--- config.mk ---
export PLATFORM = sky130hd
export DESIGN_NAME = epl_port
export DESIGN_NICKNAME = d
export VERILOG_FILES = /design/src/include/epl_pkg.sv /design/src/hdl/epl_fifo_mem.sv /design/src/hdl/epl_port.sv
export SDC_FILE = /design/constraint.sdc
export NUM_CORES = 1
export LEC_CHECK = 0
export BUFFER_PORTS_ARGS = -buffer_cell sky130_fd_sc_hd__buf_2
export CAP_MARGIN = 25
export CORE_MARGIN = 2
export CORE_UTILIZATION = 60
export CTS_CLUSTER_DIAMETER = 120
export CTS_CLUSTER_SIZE = 10
export DETAILED_ROUTE_END_ITERATION = 16
export GPL_TIMING_DRIVEN = 0
export MAX_ROUTING_LAYER = met4
export PLACE_DENSITY = 0.9
export SETUP_SLACK_MARGIN = 0.5
export SYNTH_ARGS = -nofsm -noshare
export SYNTH_HDL_FRONTEND = slang
export SYNTH_SLANG_ARGS = --single-unit
--- constraint.sdc ---
create_clock -name sys_clk -period 4.9 [get_ports sys_clk]
set_input_delay 0.98 -clock sys_clk [delete_from_list [all_inputs] [get_ports sys_clk]]
set_output_delay 0.98 -clock sys_clk [all_outputs]
set_load 0.02 [all_outputs]
--- src/include/epl_pkg.sv ---
// Purpose: Shared constants and types for the parallel port link
// Assumes: 125 MHz system clock
// Notes: Mode codes follow the extended control mode field
`default_nettype none
package epl_pkg;
    localparam int FIFO_DEPTH = 16;
    localparam int BYTE_W = 8;
    localparam int ENTRY_W = 9;
    localparam int MODE_W = 3;
    localparam int CTL_W = 4;
    localparam int STAT_W = 5;
    localparam logic [2:0] MODE_SPP = 3'h0;
    localparam logic [2:0] MODE_FIFO = 3'h2;
    localparam logic [2:0] MODE_ECP = 3'h3;
    localparam logic [2:0] MODE_TEST = 3'h6;
    localparam int CTL_STROBE = 0;
    localparam int CTL_AUTOFD = 1;
    localparam int CTL_INIT = 2;
    localparam int CTL_SELIN = 3;
    localparam int ADDR_BIT = 7;
    localparam logic [6:0] RLE_MAX = 7'h7f;
    localparam logic [6:0] RLE_NONE = 7'h00;
    localparam int CLK_PERIOD_PS = 8000;
    localparam int STROBE_MIN_NS = 500;
    localparam int STROBE_CYC = (STROBE_MIN_NS * 1000 + CLK_PERIOD_PS - 1) / CLK_PERIOD_PS;
    typedef enum logic [2:0] {F_IDLE, F_LOAD, F_EMIT, F_WAIT, F_STB, F_END} epl_fst_type;
    typedef enum logic [1:0] {R_IDLE, R_REQ, R_ACK, R_PUT} epl_rst_type;
endpackage
`default_nettype wire

--- src/hdl/epl_fifo_mem.sv ---
// Purpose: Storage array for the shared byte FIFO
// Assumes: One write and one read port, read data registered
// Notes: Tag bit travels above the byte
`timescale 1ns/1ps
`default_nettype none
module epl_fifo_mem #(
    parameter int W = epl_pkg::ENTRY_W,
    parameter int D = epl_pkg::FIFO_DEPTH
) (
    input wire logic sys_clk,
    input wire logic wr_en,
    input wire logic [$clog2(D)-1:0] wr_addr,
    input wire logic [W-1:0] wr_data,
    input wire logic rd_en,
    input wire logic [$clog2(D)-1:0] rd_addr,
    output logic [W-1:0] rd_data_ff
);
    logic [W-1:0] mem_ff [D];

    always_ff @(posedge sys_clk) begin
        if (wr_en) begin
            mem_ff[wr_addr] <= wr_data;
        end
    end

    always_ff @(posedge sys_clk) begin
        if (rd_en) begin
            rd_data_ff <= mem_ff[rd_addr];
        end
    end
endmodule
`default_nettype wire

--- src/hdl/epl_port.sv ---
// Purpose: Host end of an extended capabilities parallel port link
// Assumes: Pins sampled synchronously, control bits arrive as plain inputs
// Notes: One FIFO serves both directions
// Functional notes
// - Sixteen byte FIFO smooths forward and reverse data.
// - Reverse run length byte repeats the following byte in hardware.
// - Optional compression counts equal bytes, sends run length then byte.
// - No negotiation; automatic burst channel with DMA requests both ways.
// - Compatibility FIFO mode runs the strobe handshake in hardware.
// - Forward strobe latches data, interlocked with peripheral busy.
// - Reverse: autofeed low requests each byte, interlocked with ack.
// - Forward: autofeed tells address or command from data.
// - Init low selects reverse, high keeps forward.
// - Select-in stays deasserted throughout ECP mode.
// - Fault low in forward raises the error interrupt.
// - Plain printer port behaviour kept outside ECP mode.
// - ECP engine runs when mode field holds the ECP code.
// - All FIFO modes share one sixteen byte store.
`timescale 1ns/1ps
`default_nettype none
module epl_port #(
    parameter int DEPTH = epl_pkg::FIFO_DEPTH,
    parameter int STB_CYC = epl_pkg::STROBE_CYC
) (
    input wire logic sys_clk,
    input wire logic nrst,
    input wire logic [epl_pkg::MODE_W-1:0] mode,
    input wire logic dir_req,
    input wire logic compress_en,
    input wire logic dma_en,
    input wire logic [epl_pkg::CTL_W-1:0] spp_ctl,
    input wire logic [epl_pkg::BYTE_W-1:0] spp_data,
    input wire logic wr_valid,
    input wire logic [epl_pkg::BYTE_W-1:0] wr_data,
    input wire logic wr_cmd,
    output logic wr_ready_ff,
    output logic rd_valid_ff,
    output logic [epl_pkg::BYTE_W-1:0] rd_data_ff,
    output logic rd_cmd_ff,
    input wire logic rd_ready,
    output logic dma_req_ff,
    output logic err_irq_ff,
    output logic fifo_full_ff,
    output logic fifo_empty_ff,
    output logic [epl_pkg::STAT_W-1:0] status_ff,
    input wire logic [epl_pkg::BYTE_W-1:0] pd_in,
    output logic [epl_pkg::BYTE_W-1:0] pd_out_ff,
    output logic pd_oe_ff,
    output logic nstrobe_ff,
    output logic nautofd_ff,
    output logic ninit_ff,
    output logic nselectin_ff,
    input wire logic busy,
    input wire logic nack,
    input wire logic perror,
    input wire logic select,
    input wire logic nfault
);
    import epl_pkg::*;
    localparam int AW = $clog2(DEPTH);
    localparam int CW = AW + 1;

    function automatic logic has_room(input logic [CW-1:0] c);
        return c < CW'(DEPTH);
    endfunction

    logic [AW-1:0] wptr_ff, rptr_ff;
    logic [CW-1:0] count_ff, nxt_count;
    logic ecp, fifo_m, test_m, fwd_link;
    logic host_push, host_pop, link_push, link_pop, push, pop, rd_pend_ff, rev_ff;
    logic [ENTRY_W-1:0] push_data, mem_q;
    epl_fst_type fst_ff;
    epl_rst_type rst_ff;
    logic [BYTE_W-1:0] held_ff, pend_ff, tx_byte_ff, rbyte_ff;
    logic held_cmd_ff, pend_cmd_ff, held_v_ff, pend_v_ff, tx_cmd_ff, rle_sent_ff, rcmd_ff;
    logic [6:0] run_ff, rep_ff;
    logic [15:0] stb_cnt_ff;

    always_comb begin
        ecp = mode == MODE_ECP;
        fifo_m = mode == MODE_FIFO;
        test_m = mode == MODE_TEST;
        fwd_link = (ecp && !rev_ff && perror) || fifo_m;
        host_push = wr_valid && wr_ready_ff && has_room(count_ff);
        link_push = rst_ff == R_PUT && has_room(count_ff);
        push = host_push || link_push;
        push_data = link_push ? {rcmd_ff, rbyte_ff} : {wr_cmd, wr_data};
        link_pop = fst_ff == F_IDLE && fwd_link && count_ff != '0;
        host_pop = ((ecp && rev_ff) || test_m) && count_ff != '0 && !rd_valid_ff && !rd_pend_ff;
        pop = link_pop || host_pop;
        nxt_count = count_ff + CW'(push) - CW'(pop);
    end

    // One store for every FIFO mode
    epl_fifo_mem #(.W(ENTRY_W), .D(DEPTH)) u_mem (
        .sys_clk(sys_clk),
        .wr_en(push),
        .wr_addr(wptr_ff),
        .wr_data(push_data),
        .rd_en(pop),
        .rd_addr(rptr_ff),
        .rd_data_ff(mem_q)
    );

    always_ff @(posedge sys_clk) begin
        if (!nrst) begin
            wptr_ff <= '0;
            rptr_ff <= '0;
            count_ff <= '0;
        end else begin
            wptr_ff <= push ? wptr_ff + AW'(1) : wptr_ff;
            rptr_ff <= pop ? rptr_ff + AW'(1) : rptr_ff;
            count_ff <= nxt_count;
        end
    end

    // Host side of the FIFO and status
    always_ff @(posedge sys_clk) begin
        if (!nrst) begin
            wr_ready_ff <= 1'b0;
            rd_pend_ff <= 1'b0;
            rd_valid_ff <= 1'b0;
            rd_data_ff <= '0;
            rd_cmd_ff <= 1'b0;
            fifo_full_ff <= 1'b0;
            fifo_empty_ff <= 1'b1;
            dma_req_ff <= 1'b0;
            err_irq_ff <= 1'b0;
            status_ff <= '0;
        end else begin
            wr_ready_ff <= (fifo_m || test_m || (ecp && !rev_ff)) && has_room(nxt_count);
            rd_pend_ff <= host_pop;
            if (rd_pend_ff) begin
                rd_valid_ff <= 1'b1;
                {rd_cmd_ff, rd_data_ff} <= mem_q;
            end else if (rd_ready) begin
                rd_valid_ff <= 1'b0;
            end
            fifo_full_ff <= nxt_count == CW'(DEPTH);
            fifo_empty_ff <= nxt_count == '0;
            dma_req_ff <= dma_en && ((((ecp && !rev_ff) || fifo_m) && has_room(nxt_count))
                || (ecp && rev_ff && nxt_count != '0));
            err_irq_ff <= ecp && !rev_ff && !nfault;
            status_ff <= {!busy, nack, perror, select, nfault};
        end
    end

    // Direction; forward drains before turning round
    always_ff @(posedge sys_clk) begin
        if (!nrst) begin
            rev_ff <= 1'b0;
        end else if (!ecp) begin
            rev_ff <= 1'b0;
        end else if (dir_req && fst_ff == F_IDLE && !held_v_ff && count_ff == '0) begin
            rev_ff <= 1'b1;
        end else if (!dir_req && rst_ff == R_IDLE) begin
            rev_ff <= 1'b0;
        end
    end

    // Forward engine with optional run compression
    always_ff @(posedge sys_clk) begin
        if (!nrst) begin
            fst_ff <= F_IDLE;
            held_ff <= '0;
            held_cmd_ff <= 1'b0;
            held_v_ff <= 1'b0;
            pend_ff <= '0;
            pend_cmd_ff <= 1'b0;
            pend_v_ff <= 1'b0;
            run_ff <= RLE_NONE;
            rle_sent_ff <= 1'b0;
            tx_byte_ff <= '0;
            tx_cmd_ff <= 1'b0;
            stb_cnt_ff <= '0;
        end else begin
            unique case (fst_ff)
                F_IDLE: begin
                    if (link_pop) begin
                        fst_ff <= F_LOAD;
                    end else if (held_v_ff && fwd_link) begin
                        fst_ff <= F_EMIT;
                    end
                end
                F_LOAD: begin
                    if (compress_en && ecp && held_v_ff && !mem_q[BYTE_W] && !held_cmd_ff
                        && mem_q[BYTE_W-1:0] == held_ff && run_ff != RLE_MAX) begin
                        run_ff <= run_ff + 7'h01;
                        fst_ff <= F_IDLE;
                    end else if (held_v_ff) begin
                        {pend_cmd_ff, pend_ff} <= mem_q;
                        pend_v_ff <= 1'b1;
                        fst_ff <= F_EMIT;
                    end else begin
                        {held_cmd_ff, held_ff} <= mem_q;
                        held_v_ff <= 1'b1;
                        run_ff <= RLE_NONE;
                        fst_ff <= (compress_en && ecp) ? F_IDLE : F_EMIT;
                    end
                end
                F_EMIT: begin
                    if (run_ff != RLE_NONE && !rle_sent_ff) begin
                        tx_byte_ff <= {1'b0, run_ff};
                        tx_cmd_ff <= 1'b1;
                        rle_sent_ff <= 1'b1;
                    end else begin
                        tx_byte_ff <= held_ff;
                        tx_cmd_ff <= held_cmd_ff && ecp;
                        held_ff <= pend_ff;
                        held_cmd_ff <= pend_cmd_ff;
                        held_v_ff <= pend_v_ff;
                        pend_v_ff <= 1'b0;
                        run_ff <= RLE_NONE;
                        rle_sent_ff <= 1'b0;
                    end
                    fst_ff <= F_WAIT;
                end
                F_WAIT: begin
                    if (!busy) begin
                        stb_cnt_ff <= 16'(STB_CYC - 1);
                        fst_ff <= F_STB;
                    end
                end
                F_STB: begin
                    stb_cnt_ff <= stb_cnt_ff - 16'h0001;
                    if (ecp ? busy : stb_cnt_ff == '0) begin
                        fst_ff <= F_END;
                    end
                end
                F_END: begin
                    fst_ff <= (held_v_ff && (rle_sent_ff || !(compress_en && ecp))) ? F_EMIT
                        : F_IDLE;
                end
                default: fst_ff <= F_IDLE;
            endcase
        end
    end

    // Reverse engine with run length expansion
    always_ff @(posedge sys_clk) begin
        if (!nrst) begin
            rst_ff <= R_IDLE;
            rbyte_ff <= '0;
            rcmd_ff <= 1'b0;
            rep_ff <= RLE_NONE;
        end else begin
            unique case (rst_ff)
                R_IDLE: begin
                    if (ecp && rev_ff && dir_req && !perror && has_room(count_ff)) begin
                        rst_ff <= R_REQ;
                    end
                end
                R_REQ: begin
                    if (!nack) begin
                        rbyte_ff <= pd_in;
                        rcmd_ff <= !busy;
                        rst_ff <= R_ACK;
                    end else if (!dir_req) begin
                        rst_ff <= R_IDLE; // Host withdraws an unanswered request
                    end
                end
                R_ACK: begin
                    if (nack) begin
                        if (rcmd_ff && !rbyte_ff[ADDR_BIT]) begin
                            rep_ff <= rbyte_ff[6:0];
                            rst_ff <= R_IDLE;
                        end else begin
                            rst_ff <= R_PUT;
                        end
                    end
                end
                R_PUT: begin
                    if (link_push) begin
                        if (rcmd_ff || rep_ff == RLE_NONE) begin
                            rst_ff <= R_IDLE;
                        end else begin
                            rep_ff <= rep_ff - 7'h01;
                        end
                    end
                end
            endcase
        end
    end

    // Pin drivers
    always_ff @(posedge sys_clk) begin
        if (!nrst) begin
            pd_out_ff <= '0;
            pd_oe_ff <= 1'b1;
            nstrobe_ff <= 1'b1;
            nautofd_ff <= 1'b1;
            ninit_ff <= 1'b1;
            nselectin_ff <= 1'b1;
        end else if (ecp) begin
            pd_out_ff <= tx_byte_ff;
            pd_oe_ff <= !rev_ff && perror;
            nstrobe_ff <= fst_ff != F_STB;
            nautofd_ff <= rev_ff ? rst_ff != R_REQ : !tx_cmd_ff;
            ninit_ff <= !rev_ff;
            nselectin_ff <= 1'b1;
        end else begin
            pd_out_ff <= fifo_m ? tx_byte_ff : spp_data;
            pd_oe_ff <= fifo_m || mode == MODE_SPP || !dir_req;
            nstrobe_ff <= fifo_m ? fst_ff != F_STB : !spp_ctl[CTL_STROBE];
            nautofd_ff <= !spp_ctl[CTL_AUTOFD];
            ninit_ff <= spp_ctl[CTL_INIT];
            nselectin_ff <= !spp_ctl[CTL_SELIN];
        end
    end

    property p_fifo_full;
        @(posedge sys_clk) disable iff (!nrst) push |-> count_ff < CW'(DEPTH);
    endproperty
    a_fifo_full: assert property (p_fifo_full) else $error("push into full fifo");

    property p_rle_rep;
        @(posedge sys_clk) disable iff (!nrst)
            (rst_ff == R_PUT && link_push && !rcmd_ff && rep_ff != RLE_NONE)
            |=> rst_ff == R_PUT && rep_ff == $past(rep_ff) - 7'h01;
    endproperty
    a_rle_rep: assert property (p_rle_rep) else $error("run repeat miscounted");

    property p_dma;
        @(posedge sys_clk) disable iff (!nrst) dma_req_ff |-> $past(dma_en);
    endproperty
    a_dma: assert property (p_dma) else $error("dma request without enable");

    property p_strobe_busy;
        @(posedge sys_clk) disable iff (!nrst)
            $fell(nstrobe_ff) && ($past(mode, 2) == MODE_ECP || $past(mode, 2) == MODE_FIFO)
            |-> !$past(busy, 2);
    endproperty
    a_strobe_busy: assert property (p_strobe_busy) else $error("strobe while busy");

    property p_ack_release;
        @(posedge sys_clk) disable iff (!nrst)
            (rst_ff == R_REQ && !nack && ecp) |=> rst_ff == R_ACK ##1 nautofd_ff;
    endproperty
    a_ack_release: assert property (p_ack_release) else $error("autofeed held");

    property p_hostack_cmd;
        @(posedge sys_clk) disable iff (!nrst)
            !nstrobe_ff && $past(ecp) |-> nautofd_ff == !tx_cmd_ff;
    endproperty
    a_hostack_cmd: assert property (p_hostack_cmd) else $error("hostack wrong");

    property p_init_dir;
        @(posedge sys_clk) disable iff (!nrst) ecp |=> ninit_ff == !$past(rev_ff);
    endproperty
    a_init_dir: assert property (p_init_dir) else $error("init not direction");

    property p_no_drive;
        @(posedge sys_clk) disable iff (!nrst) ecp && (!perror || rev_ff) |=> !pd_oe_ff;
    endproperty
    a_no_drive: assert property (p_no_drive) else $error("bus driven unacked");

    property p_selin;
        @(posedge sys_clk) disable iff (!nrst) ecp |=> nselectin_ff;
    endproperty
    a_selin: assert property (p_selin) else $error("select-in asserted");

    property p_err_irq;
        @(posedge sys_clk) disable iff (!nrst)
            ecp && !rev_ff && !nfault |=> err_irq_ff ##0 !status_ff[0];
    endproperty
    a_err_irq: assert property (p_err_irq) else $error("fault not raised");

    property p_reset;
        @(posedge sys_clk) !nrst |=> nstrobe_ff && nautofd_ff && ninit_ff && pd_oe_ff && !rev_ff;
    endproperty
    a_reset: assert property (p_reset) else $error("bad reset state");

    c_fwd_byte: cover property (@(posedge sys_clk) disable iff (!nrst) fst_ff == F_STB && ecp);
    c_rev_byte: cover property (@(posedge sys_clk) disable iff (!nrst) link_push);
    c_rle_out: cover property (@(posedge sys_clk) disable iff (!nrst) rle_sent_ff);
    c_full: cover property (@(posedge sys_clk) disable iff (!nrst) fifo_full_ff);
endmodule
`default_nettype wire

# ---- Yosys cells after proc, flatten, opt, wreduce, memory -nomap -nowiden
# Memory sizes are Yosys's and may differ from the RTL's. A register that Yosys moved wholly into a read port is not among the register bits.
# Index checks and enable logic that the tools add are counted.
dict set report op_classes {
  n_addsub 7
  n_mul 0
  div_mod_pow 0
  magnitude_cmp 2
  eq_ne 31
  shifts 0
  n_mux 62
  bitwise_logic 3
  reduce_logical 91
}
# operator n
set op_table {}
lappend op_table {{two-way mux 7 bit} 7}
lappend op_table {{two-way mux 8 bit} 6}
lappend op_table {{logical AND 1 bit} 35}
lappend op_table {{one-hot mux 16 bit (2 select lines)} 1}
lappend op_table {{one-hot mux 7 bit (2 select lines)} 2}
lappend op_table {{two-way mux 1 bit} 23}
lappend op_table {{two-way mux 2 bit} 11}
lappend op_table {{!= test 2 bit (second input constant)} 10}
lappend op_table {{one-hot mux 3 bit (6 select lines)} 1}
lappend op_table {{logical NOT 1 bit} 17}
lappend op_table {{logical NOT 16 bit} 1}
lappend op_table {{two-way mux 16 bit} 1}
lappend op_table {{one-hot mux 8 bit (2 select lines)} 1}
lappend op_table {{subtractor 16 x 1 -> 16 bit (second input constant)} 1}
lappend op_table {{equality test 3 x 2 -> 1 bit (second input constant)} 4}
lappend op_table {{logical OR 1 bit} 12}
lappend op_table {{two-way mux 3 bit} 4}
lappend op_table {{AND reduction 3 bit} 4}
lappend op_table {{logical NOT 5 bit} 2}
lappend op_table {{< comparator 5 bit (second input constant)} 2}
lappend op_table {{AND reduction 5 bit} 2}
lappend op_table {{nonzero test 2 bit} 5}
lappend op_table {{nonzero test 5 bit} 2}
lappend op_table {{equality test 3 bit (second input constant)} 3}
lappend op_table {{25 further kinds} 39}
dict set report totals {
  ff_bits 122
  latchBits 0
  mem_bits_rw 144
  romBits 0
  mem_count 1
}
# memory depth width read_ports rd_clocked_by_memory_dff wr line_no
set memory_table {}
lappend memory_table {u_mem.mem_ff 16 9 1 1 1 epl_fifo_mem.sv:18} ;# logic [W-1:0] mem_ff [D];

# ---- Longest topological paths before layout
# Gate-level depths: netlist of run 1.
dict set report depth {
  depth_word 12
  depth_mapped 16
  depth_no_buf 15
}

# ---- Hierarchy
# A second synthesis of run 1 with hierarchy kept.
dict set report unflattened {
  hier_cells 904
  hier_area_um2 11596.1
}
# module instances cells_each area_per_inst_um2 seq_area_each_um2
set modules_own_cells {}
lappend modules_own_cells {epl_fifo_mem 1 254 5870.6 4594.4}
lappend modules_own_cells {epl_port 1 650 5725.5 2442.3}

# ---- Worst setup path after synthesis of run 1
# OpenSTA, ideal clock, no wires.
dict set report synth_path {
  path_type {input to register}
  from {in mode[0] (netlist bit)}
  to {reg dma_req_ff}
  setup_time_ps 120
  arrival_time_ps 3937
  required_ps 4780
  path_slack_ps 844
  stages 15
  path_buffers 1
  cell_sequence {buf_2 nand2b_1 a2111oi_1 o21ai_1 inv_1 ha_1 inv_1 ha_1 inv_1 fa_1 nand2b_1 a21oi_1 o21ai_0 and2_1 o31a_1}
}
dict set report synth_between {
  elab_chain_len 12
  elab_cells_between_ends 22
  classes_between {add/sub (1); order compare (1); eq/ne (3); reduce/logical (17)}
}
# element line_no
set synth_rtl {}
lappend synth_rtl {{start: declaration} epl_port.sv:27} ;# input wire logic [epl_pkg::MODE_W-1:0] mode,
lappend synth_rtl {{equality test 3 x 2 -> 1 bit} epl_port.sv:80} ;# ecp = mode == MODE_ECP;
lappend synth_rtl {{logical AND 1 bit, on equally long branches} {epl_port.sv:83, epl_port.sv:89}}
lappend synth_rtl {{logical AND 1 bit / logical OR 1 bit (equally long branches)} {epl_port.sv:83, epl_port.sv:89}}
lappend synth_rtl {{logical OR 1 bit / logical AND 1 bit (equally long branches)} {epl_port.sv:83, epl_port.sv:89}}
lappend synth_rtl {{logical AND 1 bit, on equally long branches (2 in series)} {epl_port.sv:88, epl_port.sv:89}}
lappend synth_rtl {{logical OR 1 bit (*)} epl_port.sv:90} ;# pop = link_pop || host_pop;
lappend synth_rtl {{via pop} epl_port.sv:70} ;# logic host_push, host_pop, link_push, link_pop, push, pop, rd_pend_ff, rev_ff;
lappend synth_rtl {{subtractor 5 x 1 -> 5 bit (*)} epl_port.sv:91} ;# nxt_count = count_ff + CW'(push) - CW'(pop);
lappend synth_rtl {{< comparator 5 bit / nonzero test 5 bit (equally long branches)} {epl_port.sv:64, epl_port.sv:142}}
lappend synth_rtl {{logical AND 1 bit, on equally long branches} {epl_port.sv:141, epl_port.sv:142}}
lappend synth_rtl {{logical OR 1 bit (*)} epl_port.sv:142} ;# || (ecp && rev_ff && nxt_count != '0));
lappend synth_rtl {{logical AND 1 bit (*)} epl_port.sv:141} ;# dma_req_ff <= dma_en && ((((ecp && !rev_ff) || fifo_m) && has_room(nxt_count))
lappend synth_rtl {{end signal: assignment} epl_port.sv:141}
lappend synth_rtl {{end: declaration} epl_port.sv:41} ;# output logic dma_req_ff,
# Mark *: on every way through the listed nets, which the timed path passes. The rest lies on a longest branch.
# A chain may end at the register's enable or synchronous reset.

# ---- Worst setup path in the final report of run 1
dict set report layout_path {
  from {reg count_ff[4]}
  to {reg dma_req_ff}
}
dict set report layout_between {
  elab_chain_len 10
  elab_cells_between_ends 18
  classes_between {add/sub (2); order compare (2); reduce/logical (14)}
}
# element line_no
set layout_rtl {}
lappend layout_rtl {{start: declaration} epl_port.sv:68} ;# logic [CW-1:0] count_ff, nxt_count;
lappend layout_rtl {{start signal: assignment} epl_port.sv:113} ;# count_ff <= nxt_count;
lappend layout_rtl {{nonzero test 5 bit (*)} {epl_port.sv:88, epl_port.sv:89}}
lappend layout_rtl {{logical AND 1 bit (3 in series)} epl_port.sv:89} ;# host_pop = ((ecp && rev_ff) || test_m) && count_ff != '0 && !rd_valid_ff && !rd_pend_ff;
lappend layout_rtl {{logical OR 1 bit (*)} epl_port.sv:90}
lappend layout_rtl {{via pop} epl_port.sv:70}
lappend layout_rtl {{subtractor 5 x 1 -> 5 bit (*)} epl_port.sv:91}
lappend layout_rtl {{< comparator 5 bit / nonzero test 5 bit (equally long branches)} {epl_port.sv:64, epl_port.sv:142}}
lappend layout_rtl {{logical AND 1 bit, on equally long branches} {epl_port.sv:141, epl_port.sv:142}}
lappend layout_rtl {{logical OR 1 bit (*)} epl_port.sv:142}
lappend layout_rtl {{logical AND 1 bit (*)} epl_port.sv:141}
# Marks and branches as above.

==> results.md, run 1 <==
- Run status: completed
- Total global routing track utilization: 0.298
- H-tree lvl count: 1
- Worst IR drop on VDD: 362 uV
- Share of power burned in the clock network: 0.354
- Crit-path max FO: 10
- Sw power: 1590 uW
- CP Data Arrival Time: 4.62 ns
- Synth unique cells: 67
- Mean instance size in the synthesized netlist: 12.3 um2
- RePlAce Congestion: 0.928
- Placed cell count: 1277
- Tightest slew margin relative to the limit: 0.262
- Launch point of the critical path: count_ff[4]
- Combinational power share: 0.185
- Switching Fraction: 0.276
- Worst-case register-to-register setup slack: 0.72 ns
- Total Routed Length: 29.0 mm
- Buffers & Inverters on Critical Path: 5
- Via-to-Cell Ratio: 6.22
- Critical path's most frequent cell: inv_1
- Clock insertion delay at the later pin of the skew report: 0.57 ns
- Worst reg2reg path depth: 15
- Largest net degree at the start of global routing: 17
- Die Wd: 143 um
- HPWL after detailed placement: 19.2 mm
- Slew Limit Fails: 0
- Sequential cell area fraction in the yosys report: 0.608
- Global-route congestion overflow total: 0
- Data required, critical path: 5.34 ns
- Leakage power total: 0.00463 uW
- Uppermost routed layer: met4
- Total Nets Final: 1115
- Sort of element at the start of the critical path: flip-flop
- Post-CTS Resized: 0
- Initial DRT Pass Iterations: 6
- Critical register-to-register path startpoint: count_ff[4]
- Crit path depth: 15
- CTS clock-pin slew for the worst setup and hold paths: 0.06 ns
- Slowest CP cell: or4b_2
- Category of the critical setup timing path: reg2reg
- Setup repair after global routing missed its margin: false
- Final Core Density: 0.701
- Remaining routing DRC violations: 0
- Proportion of netlist area held by the largest area contributor: 0.397
- Fmax achieved: 239 MHz
- Clock Root Buffer: clkbuf_16
- Count of yosys warnings during synthesis: 0
- Number of top-level design ports: 77
- Kind of path behind the tightest hold check: reg2reg
- Total power after layout: 5760 uW
- Placeable core region: 18800 um2
- Non-filler cells, final: 1333
- Routed length per placed instance: 21.8 um
- Routed length on met3: 2.25 mm
- Setup Viol. Count Final: 0
- Number of global-route vias before repair: 8094
- Setup crit end: dma_req_ff
- Port-buffer cells: 75
- Crit. End Element: flip-flop
- Cell taking the most area after synthesis: edfxtp_1
- Min Tclk post-route: 4.18 ns
- Fraction of synthesis flops using an asynchronous set or reset pin: 0
- Flip-flop and latch count after synthesis: 275
- Most common cell after layout, fill and taps aside: edfxtp_1
- Sequence of cells on the critical path: clkbuf_1, or4b_2, clkbuf_1, o21ai_1, inv_1, ha_1, inv_1, ha_1, inv_1, fa_1, nand2b_1, a21oi_1, o21ai_0, and2_1, o31a_1
- Max-Cap Viols: 0
- Family of cells with the greatest summed delay on the critical path: simple AND/OR/NAND/NOR gates
- Number of antenna violations at the first check in global routing: 2
- WL met1: 10.5 mm
- Via count: 8285
- Mapped Nets: 999
- Delay of the slowest cell on the worst path: 0.68 ns
- P&R area growth vs syn: 14.1%
- Worst-Margin Slew: 1.10 ns
- Skew final: 0.0131 ns
- Starting utilization of the core area: 0.614
- Area of the die: 20400 um2
- Postcts setup bufs: 0
- Internal Pwr Total: 4170 uW
- Sequential power share: 0.462
- Num CTS Buffers: 31
- Fraction of final layout cells sized beyond drive strength 1: 0.177
- Clock Sinks: 275
- Commonest cells after routing, fill and taps aside: edfxtp_1, dfxtp_1, nand2_1
- Biggest area contributors in the synthesized netlist: edfxtp_1, dfxtp_1, mux4_2
- Dominant synthesized flop cell: edfxtp_1
- Portion of the clock cycle consumed by the worst path in the final layout: 0.853
- Remaining antenna violation count after routing: 0
- Total of hold buffers inserted after clock tree synthesis: 0
- Total power per unit cell area: 436 nW/um2
- Capture point of the worst reg-to-reg path: dma_req_ff
- Area of the mapped netlist: 11600 um2
- Initial detailed-routing violation count: 701
- Syn Inst Count: 938
- DIE HEIGHT: 143 um
- Maximum clock insertion buffer count: 3
- Total Neg Setup Slack: 0 ns
- Final Hold Vio Count: 0
- Number of synthesized flops with an enable pin: 153
- Metal2 WL: 15.0 mm
- TritonCTS clock tree: yes
- Num rows: 50
- First-pass GRT wire length: 44.6 mm
area by class of cell:
type / count / area, um2
clock buffers: 48 / 840
diodes: 2 / 5.00
fillers: 1227 / 5630
flip-flops and latches: 275 / 7040
multi-input cells: 578 / 4210
clock inverters: 2 / 26.3
well taps: 260 / 325
inverters: 31 / 116
plain buffers: 54 / 211
repair buffers: 83 / 432
logic make-up (layout without fill, tap and decap cells):
| logic type | Yosys count | in the layout | synth area share |
|---|---|---|---|
| muxes | 77 | 77 | 0.116 |
| adders and majority gates | 17 | 17 | 0.0190 |
| other | 0 | 2 | 0 |
| DFF | 275 | 275 | 0.608 |
| buffers and inverters | 85 | 218 | 0.0283 |
| AOI/OAI and AO/OA | 160 | 160 | 0.0894 |
| xor gates and xnor gates | 16 | 16 | 0.0121 |
| and+or+nand+nor | 308 | 308 | 0.127 |
metrics by stage:
step                setup WS (ns)  hold WS, ns  cell area [um2]
finish                      0.721        0.454            13200
global route                0.502        0.479            13200
CTS                         0.778        0.453            13200
detailed placement          0.277        0.443            12300
global placement            0.449        0.440            12300
floorplan                   0.844        0.432            11600
synthesized netlist by cell type (3+ instances only):
cell type    n
a211o_1     11
a211oi_1    12
a21o_1       5
a21oi_1     47
a221oi_1     3
a311oi_1     3
a31oi_1      7
a41oi_1      3
and2_1       7
and3_1       4
buf_1        6
buf_2        7
clkbuf_1    41
dfxtp_1    122
edfxtp_1   153
ha_1        16
inv_1       30
mux2_2       7
mux2i_1     25
mux4_2      45
nand2_1    106
nand2b_1    16
nand3_1     23
nand4_1      8
nor2_1      84
nor2b_1      5
nor3_1      16
nor3b_1      3
nor4_1       6
o211ai_1     5
o21a_1       4
o21ai_0     38
o221a_2      3
o31ai_1      3
or3_1        8
xnor2_1     11
xor2_1       5
sequential cells by signal, indices dropped and copies added, names as in the netlist, 5 cells and up:
signal	count
status_ff	5
pend_ff	8
u_mem.mem_ff	144
tx_byte_ff	8
stb_cnt_ff	16
rd_data_ff	8
rep_ff	7
pd_out_ff	8
count_ff	5
u_mem.rd_data_ff	9
rbyte_ff	8
run_ff	7
held_ff	8
worst min path at each step:
stage,slack (ns),startpoint,endpoint,cells past startpoint
5_1_grt,0.48,tx_byte_ff[5],pd_out_ff[5],2
3_3_place_gp,0.44,tx_byte_ff[7],tx_byte_ff[7],2
3_5_place_dp,0.44,tx_byte_ff[1],pd_out_ff[1],2
2_1_floorplan,0.43,tx_byte_ff[7],pd_out_ff[7],2
4_1_cts,0.45,tx_byte_ff[1],pd_out_ff[1],2
6_report,0.45,tx_byte_ff[1],pd_out_ff[1],2
power groups by stage:
stage | clock, uW | sequential, uW | combinational (uW)
after floorplan | 0 | 2700 | 728
after global placement | 0 | 2690 | 970
after detailed placement | 0 | 2700 | 1020
after CTS | 2050 | 2650 | 1050
after global routing | 2140 | 2670 | 1140
final | 2040 | 2660 | 1060
worst min-delay path: stages, from the launching register on:
cell and delay (ns):
dfxtp_1 0.30, nand2_1 0.05, a21oi_1 0.05
routing by layer:
metal / global-route usage / vias up
met5: - / -
met4: 0.127 / 0
met3: 0.0543 / 107
met2: 0.509 / 448
met1: 0.347 / 4028
li1: - / 3702
(Power assumes the default switching activity.)
==> run 2, diff against run 1 <==
- GPL_TIMING_DRIVEN: 0 -> not set
==> results.md, run 2 (synthesis results as in run 1) <==
- Via count: 7922 (was 8285)
- Slowest CP cell: dfxtp_1 (was or4b_2)
- Min-Delay Startpoint: tx_byte_ff[1] (unchanged)
- Postcts setup bufs: 0 (unchanged)
- Largest registers: u_mem.mem_ff x144, stb_cnt_ff x16, u_mem.rd_data_ff x9 (unchanged)
- Number of global-route vias before repair: 7534 (was 8094)
- Clock insertion delay at the later pin of the skew report: 0.56 ns (was 0.57 ns)
- Routed length per placed instance: 20.5 um (was 21.8 um)
- # diodes: 0 (was 2)
- First-pass GRT wire length: 41.1 mm (was 44.6 mm)
- Setup Viol. Count Final: 0 (unchanged)
- Leakage power total: 0.00462 uW (was 0.00463 uW)
- Sw power: 1530 uW (was 1590 uW)
- Launch point of the critical path: fst_ff[2] (was count_ff[4])
- Final Hold Vio Count: 0 (unchanged)
- Worst IR drop on VDD: 390 uV (was 362 uV)
- Register ranked first by flip-flop count: u_mem.mem_ff (unchanged)
- Total of hold buffers inserted after clock tree synthesis: 0 (unchanged)
- Combinational power share: 0.171 (was 0.185)
- GRT met1 Usage: 0.332 (was 0.347)
- Critical path's most frequent cell: inv_1 (unchanged)
- Buffers & Inverters on Critical Path: 4 (was 5)
- Data required, critical path: 5.35 ns (was 5.34 ns)
- Kind of path behind the tightest hold check: reg2reg (unchanged)
- Clock Root Buffer: clkbuf_16 (unchanged)
- Skew final: 0.0108 ns (was 0.0131 ns)
- TritonCTS clock tree: yes (unchanged)
- Maximum clock insertion buffer count: 3 (unchanged)
- CTS clock-pin slew for the worst setup and hold paths: 0.06 ns (about the same)
- Crit. End Element: flip-flop (unchanged)
- Number of top-level design ports: 77 (unchanged)
- Category of the critical setup timing path: reg2reg (unchanged)
- Sequential power share: 0.471 (was 0.462)
- Worst slack at placement: 0.455 ns (was 0.277 ns)
- Switching Fraction: 0.268 (was 0.276)
- Remaining routing DRC violations: 0 (unchanged)
- Family of cells with the greatest summed delay on the critical path: compound AO/OA/AOI/OAI gates (was simple AND/OR/NAND/NOR gates)
- Critical register-to-register path startpoint: fst_ff[2] (was count_ff[4])
- Sort of element at the start of the critical path: flip-flop (unchanged)
- Max-Cap Viols: 0 (unchanged)
- Global Route met2 Usage: 0.465 (was 0.509)
- Number of antenna violations at the first check in global routing: 0 (was 2)
- Met3 usage: 0.0376 (was 0.0543)
- Remaining antenna violation count after routing: 0 (unchanged)
- Peak-usage layer in the global routing report: met2 (unchanged)
- Placeable core region: 18800 um2 (unchanged)
- Initial DRT Pass Iterations: 5 (was 6)
- Largest net degree at the start of global routing: 50 (was 17)
- Post-CTS Resized: 0 (unchanged)
- Setup repair after global routing missed its margin: false (unchanged)
- Num rows: 50 (unchanged)
- Most common cell after layout, fill and taps aside: edfxtp_1 (unchanged)
- Total power after layout: 5710 uW (was 5760 uW)
- P&R area growth vs syn: 13.3% (was 14.1%)
- Total Routed Length: 26.5 mm (was 29.0 mm)
- Total power per unit cell area: 436 nW/um2 (about the same)
- Commonest cells after routing, fill and taps aside: edfxtp_1, dfxtp_1, nand2_1 (unchanged)
- Max FFs per register: 144 (unchanged)
- Slew Limit Fails: 0 (unchanged)
- Clock Sinks: 275 (unchanged)
- Final setup margin: 0.867 ns (was 0.721 ns)
- Crit-path max FO: 30 (was 10)
- Port-buffer cells: 76 (was 75)
- Sequence of cells on the critical path: or3_1, a211oi_1, o21ai_1, inv_1, buf_4, ha_1, inv_1, ha_1, inv_1, fa_1, nand2b_1, a21oi_1, o21ai_0, and2_1, o31a_1 (was clkbuf_1, or4b_2, clkbuf_1, o21ai_1, inv_1, ha_1, inv_1, ha_1, inv_1, fa_1, nand2b_1, a21oi_1, o21ai_0, and2_1, o31a_1)
- Via-to-Cell Ratio: 6.13 (was 6.22)
- H-tree lvl count: 1 (unchanged)
- Worst-Margin Slew: 1.07 ns (was 1.10 ns)
- Delay of the slowest cell on the worst path: 0.60 ns (was 0.68 ns)
- Total Neg Setup Slack: 0 ns (unchanged)
- Tightest slew margin relative to the limit: 0.287 (was 0.262)
- Die Wd: 143 um (unchanged)
- Starting utilization of the core area: 0.614 (unchanged)
- Share of power burned in the clock network: 0.358 (was 0.354)
- Total Nets Final: 1074 (was 1115)
- Area of the die: 20400 um2 (unchanged)
- CP Data Arrival Time: 4.48 ns (was 4.62 ns)
- Min Tclk post-route: 4.03 ns (was 4.18 ns)
- HPWL after detailed placement: 16.7 mm (was 19.2 mm)
- Portion of the clock cycle consumed by the worst path in the final layout: 0.823 (was 0.853)
- Total global routing track utilization: 0.269 (was 0.298)
- RePlAce Congestion: 0.846 (was 0.928)
- Initial detailed-routing violation count: 775 (was 701)
- Num CTS Buffers: 31 (unchanged)
- Global-route congestion overflow total: 0 (unchanged)
- Internal Pwr Total: 4180 uW (was 4170 uW)
- Fmax achieved: 248 MHz (was 239 MHz)
- DIE HEIGHT: 143 um (unchanged)
- Run status: completed (unchanged)
- Fraction of final layout cells sized beyond drive strength 1: 0.193 (was 0.177)
-- run 2: stage by stage --
| step | cell area [um2] | instances | utilization | hold slack, ns |
|---|---|---|---|---|
| 2_1_floorplan | 11600 | 938 | - | 0.432 |
| 3_3_place_gp | 12200 | 1236 | 0.648 | 0.441 |
| 3_5_place_dp | 12200 | 1238 | 0.649 | 0.447 |
| 4_1_cts | 13100 | 1290 | 0.695 | 0.458 |
| 5_1_grt | 13100 | 1292 | 0.696 | 0.479 |
| 6_report | 13100 | 1292 | 0.696 | 0.457 |
-- run 2: final cells by class --
class,instances,area (um2)
clock buffer,50,847
clock inverter,2,26.3
inverter,31,116
sequential,275,7040
tap,260,325
timing repair buffer,96,543
multi-input combinational,578,4210
fill,1232,5720
-- run 2: power groups by stage --
stage / clock network (uW) / logic, uW / registers, uW
floorplan: 0 / 728 / 2700
global placement: 0 / 856 / 2770
detailed placement: 0 / 957 / 2730
CTS: 2070 / 971 / 2690
global route: 2150 / 1060 / 2710
finish: 2040 / 977 / 2690
-- run 2: worst paths after layout --
kind / end / slack, ns / depth (start not counted)
max: dma_req_ff / 0.87 / 15
min reg2reg: pd_out_ff[1] / 0.46 / 2
min: pd_out_ff[1] / 0.46 / 2
max reg2reg: dma_req_ff / 0.87 / 15
-- run 2: worst reg2reg max path, delay by kind of cell, from the launching register on --
family | cells | cell delay (ns)
AO/OA/AOI/OAI | 5 | 1.21
AND/OR/NAND/NOR | 3 | 0.87
adder cells (fa/ha/maj) | 3 | 0.82
flip-flops | 1 | 0.60
buffers and inverters | 4 | 0.42
-- run 2: layer usage --
metal  wire [um]  part of all wire
met1       10200              0.38
met2       13600              0.51
met3        1800             0.068
met4         910             0.034
met5           0                 0
==> run 3, diff against run 2 <==
- CORE_UTILIZATION: 60 -> 54
- PLACE_DENSITY: 0.9 -> 0.86
- clock period: 4.9 -> 3.7 ns (I/O delays scaled with it)
==> results.md, run 3 (synthesis results as in run 1) <==
- Most common cell after layout, fill and taps aside: edfxtp_1 (unchanged)
- Initial detailed-routing violation count: 707 (was 775)
- Area of the die: 22600 um2 (was 20400 um2)
- Largest net degree at the start of global routing: 47 (was 50)
- Starting utilization of the core area: 0.550 (was 0.614)
- H-tree lvl count: 1 (unchanged)
- Commonest cells after routing, fill and taps aside: edfxtp_1, dfxtp_1, nand2_1 (unchanged)
- First-pass GRT wire length: 41.6 mm (was 41.1 mm)
- Via-to-Cell Ratio: 6.01 (was 6.13)
- Worst IR drop on VDD: 406 uV (was 390 uV)
- Skew final: 0.0205 ns (was 0.0108 ns)
- Portion of the clock cycle consumed by the worst path in the final layout: 0.815 (was 0.823)
- Maximum clock insertion buffer count: 3 (unchanged)
- Total global routing track utilization: 0.246 (was 0.269)
- Final Hold Vio Count: 0 (unchanged)
- Final Core Density: 0.630 (was 0.696)
- Remaining antenna violation count after routing: 0 (unchanged)
- Worst-Margin Slew: 1.15 ns (was 1.07 ns)
- Tightest slew margin relative to the limit: 0.234 (was 0.287)
- Remaining routing DRC violations: 0 (unchanged)
- Setup repair after global routing missed its margin: false (unchanged)
- Fmax achieved: 332 MHz (was 248 MHz)
- Worst hold slack across all endpoints: 0.378 ns (was 0.457 ns)
- Setup Viol. Count Final: 0 (unchanged)
- Via count: 7871 (was 7922)
- Global-route congestion overflow total: 0 (unchanged)
- Total power per unit cell area: 578 nW/um2 (was 436 nW/um2)
- Number of global-route vias before repair: 7738 (was 7534)
- Total Neg Setup Slack: 0 ns (unchanged)
- Number of antenna violations at the first check in global routing: 0 (unchanged)
- Max-Cap Viols: 0 (unchanged)
- Final setup margin: 0.684 ns (was 0.867 ns)
- Num rows: 53 (was 50)
- Total Routed Length: 26.6 mm (was 26.5 mm)
- HPWL after detailed placement: 17.2 mm (was 16.7 mm)
- Total Nets Final: 1078 (was 1074)
- Initial DRT Pass Iterations: 5 (unchanged)
- Total of hold buffers inserted after clock tree synthesis: 0 (unchanged)
- Clock Root Buffer: clkbuf_16 (unchanged)
- TritonCTS clock tree: yes (unchanged)
- Sort of element at the start of the critical path: flip-flop (unchanged)
- Register ranked first by flip-flop count: u_mem.mem_ff (unchanged)
- Data required, critical path: 4.15 ns (was 5.35 ns)
- Slew Limit Fails: 0 (unchanged)
- Run status: completed (unchanged)
- Leakage power total: 0.00465 uW (was 0.00462 uW)
- Number of top-level design ports: 77 (unchanged)
- DIE HEIGHT: 150 um (was 143 um)
- CP Data Arrival Time: 3.47 ns (was 4.48 ns)
- Crit-path max FO: 7 (was 30)
- Die Wd: 150 um (was 143 um)
- Category of the critical setup timing path: reg2reg (unchanged)
- # diodes: 0 (unchanged)
- Kind of path behind the tightest hold check: in2reg (was reg2reg)
- Min Tclk post-route: 3.02 ns (was 4.03 ns)
- Max FFs per register: 144 (unchanged)
- Clock Sinks: 275 (unchanged)
- Placeable core region: 21000 um2 (was 18800 um2)
- RePlAce Congestion: 0.896 (was 0.846)
- Crit. End Element: flip-flop (unchanged)
- Clock insertion delay at the later pin of the skew report: 0.57 ns (was 0.56 ns)
- Total power after layout: 7660 uW (was 5710 uW)
- Routed length per placed instance: 20.3 um (was 20.5 um)
- Num CTS Buffers: 31 (unchanged)
- Worst slack at placement: 0.284 ns (was 0.455 ns)
- P&R area growth vs syn: 14.5% (was 13.3%)
- CTS clock-pin slew for the worst setup and hold paths: 0.05 ns (was 0.06 ns)
- Fraction of final layout cells sized beyond drive strength 1: 0.211 (was 0.193)
- Port-buffer cells: 76 (unchanged)
- Largest registers: u_mem.mem_ff x144, stb_cnt_ff x16, u_mem.rd_data_ff x9 (unchanged)
run 3: per-layer routing:
layer  up-vias  routed length, um  track usage
li1       3626                  -            -
met1      3816               9970        0.299
met2       351              13500        0.418
met3        78               1980       0.0361
met4         0               1130       0.0958
met5         -                  0            -
run 3: path summary, 6_finish.rpt:
path	start	to	slack, ns	cells after the start
setup / recovery	count_ff[2]	dma_req_ff	0.68	15
hold / removal	spp_ctl[3]	nselectin_ff	0.38	2
setup reg to reg	count_ff[2]	dma_req_ff	0.68	15
hold reg to reg	tx_byte_ff[6]	pd_out_ff[6]	0.45	2
run 3: timing repair:
item,CTS,global route
setup endpoints to repair,1,3
pin swaps,0,1
buffers inserted,0,0
resized for setup,1,3
run 3: critical path, stage by stage (launching register included):
cell and delay (ns):
dfxtp_1 0.31, inv_1 0.08, ha_1 0.14, or4b_4 0.53
o21ai_4 0.13, inv_2 0.09, ha_4 0.26, inv_2 0.04
ha_4 0.15, inv_2 0.05, fa_2 0.20, nand2b_4 0.13
a21oi_2 0.05, or3_1 0.35, and2_4 0.17, o31a_1 0.23
run 3: per-stage QoR:
stage | area, um2 | instances
2_1_floorplan | 11700 | 938
3_3_place_gp | 12400 | 1258
3_5_place_dp | 12400 | 1259
4_1_cts | 13200 | 1310
5_1_grt | 13200 | 1310
6_report | 13200 | 1310
run 3: power by group:
group	switching (uW)	total, uW	leakage, uW	internal, uW
logic	751	1400	0.00186	650
clock network	1140	2690	0.000413	1550
registers	174	3570	0.00237	3400
run 3: layout make-up:
class / instances / area [um2]
fill: 1486 / 7770
sequential: 275 / 7040
multi-input combinational: 578 / 4310
clock buffer: 49 / 843
timing repair buffer: 100 / 573
tap: 275 / 344
inverter: 31 / 116
clock inverter: 2 / 27.5
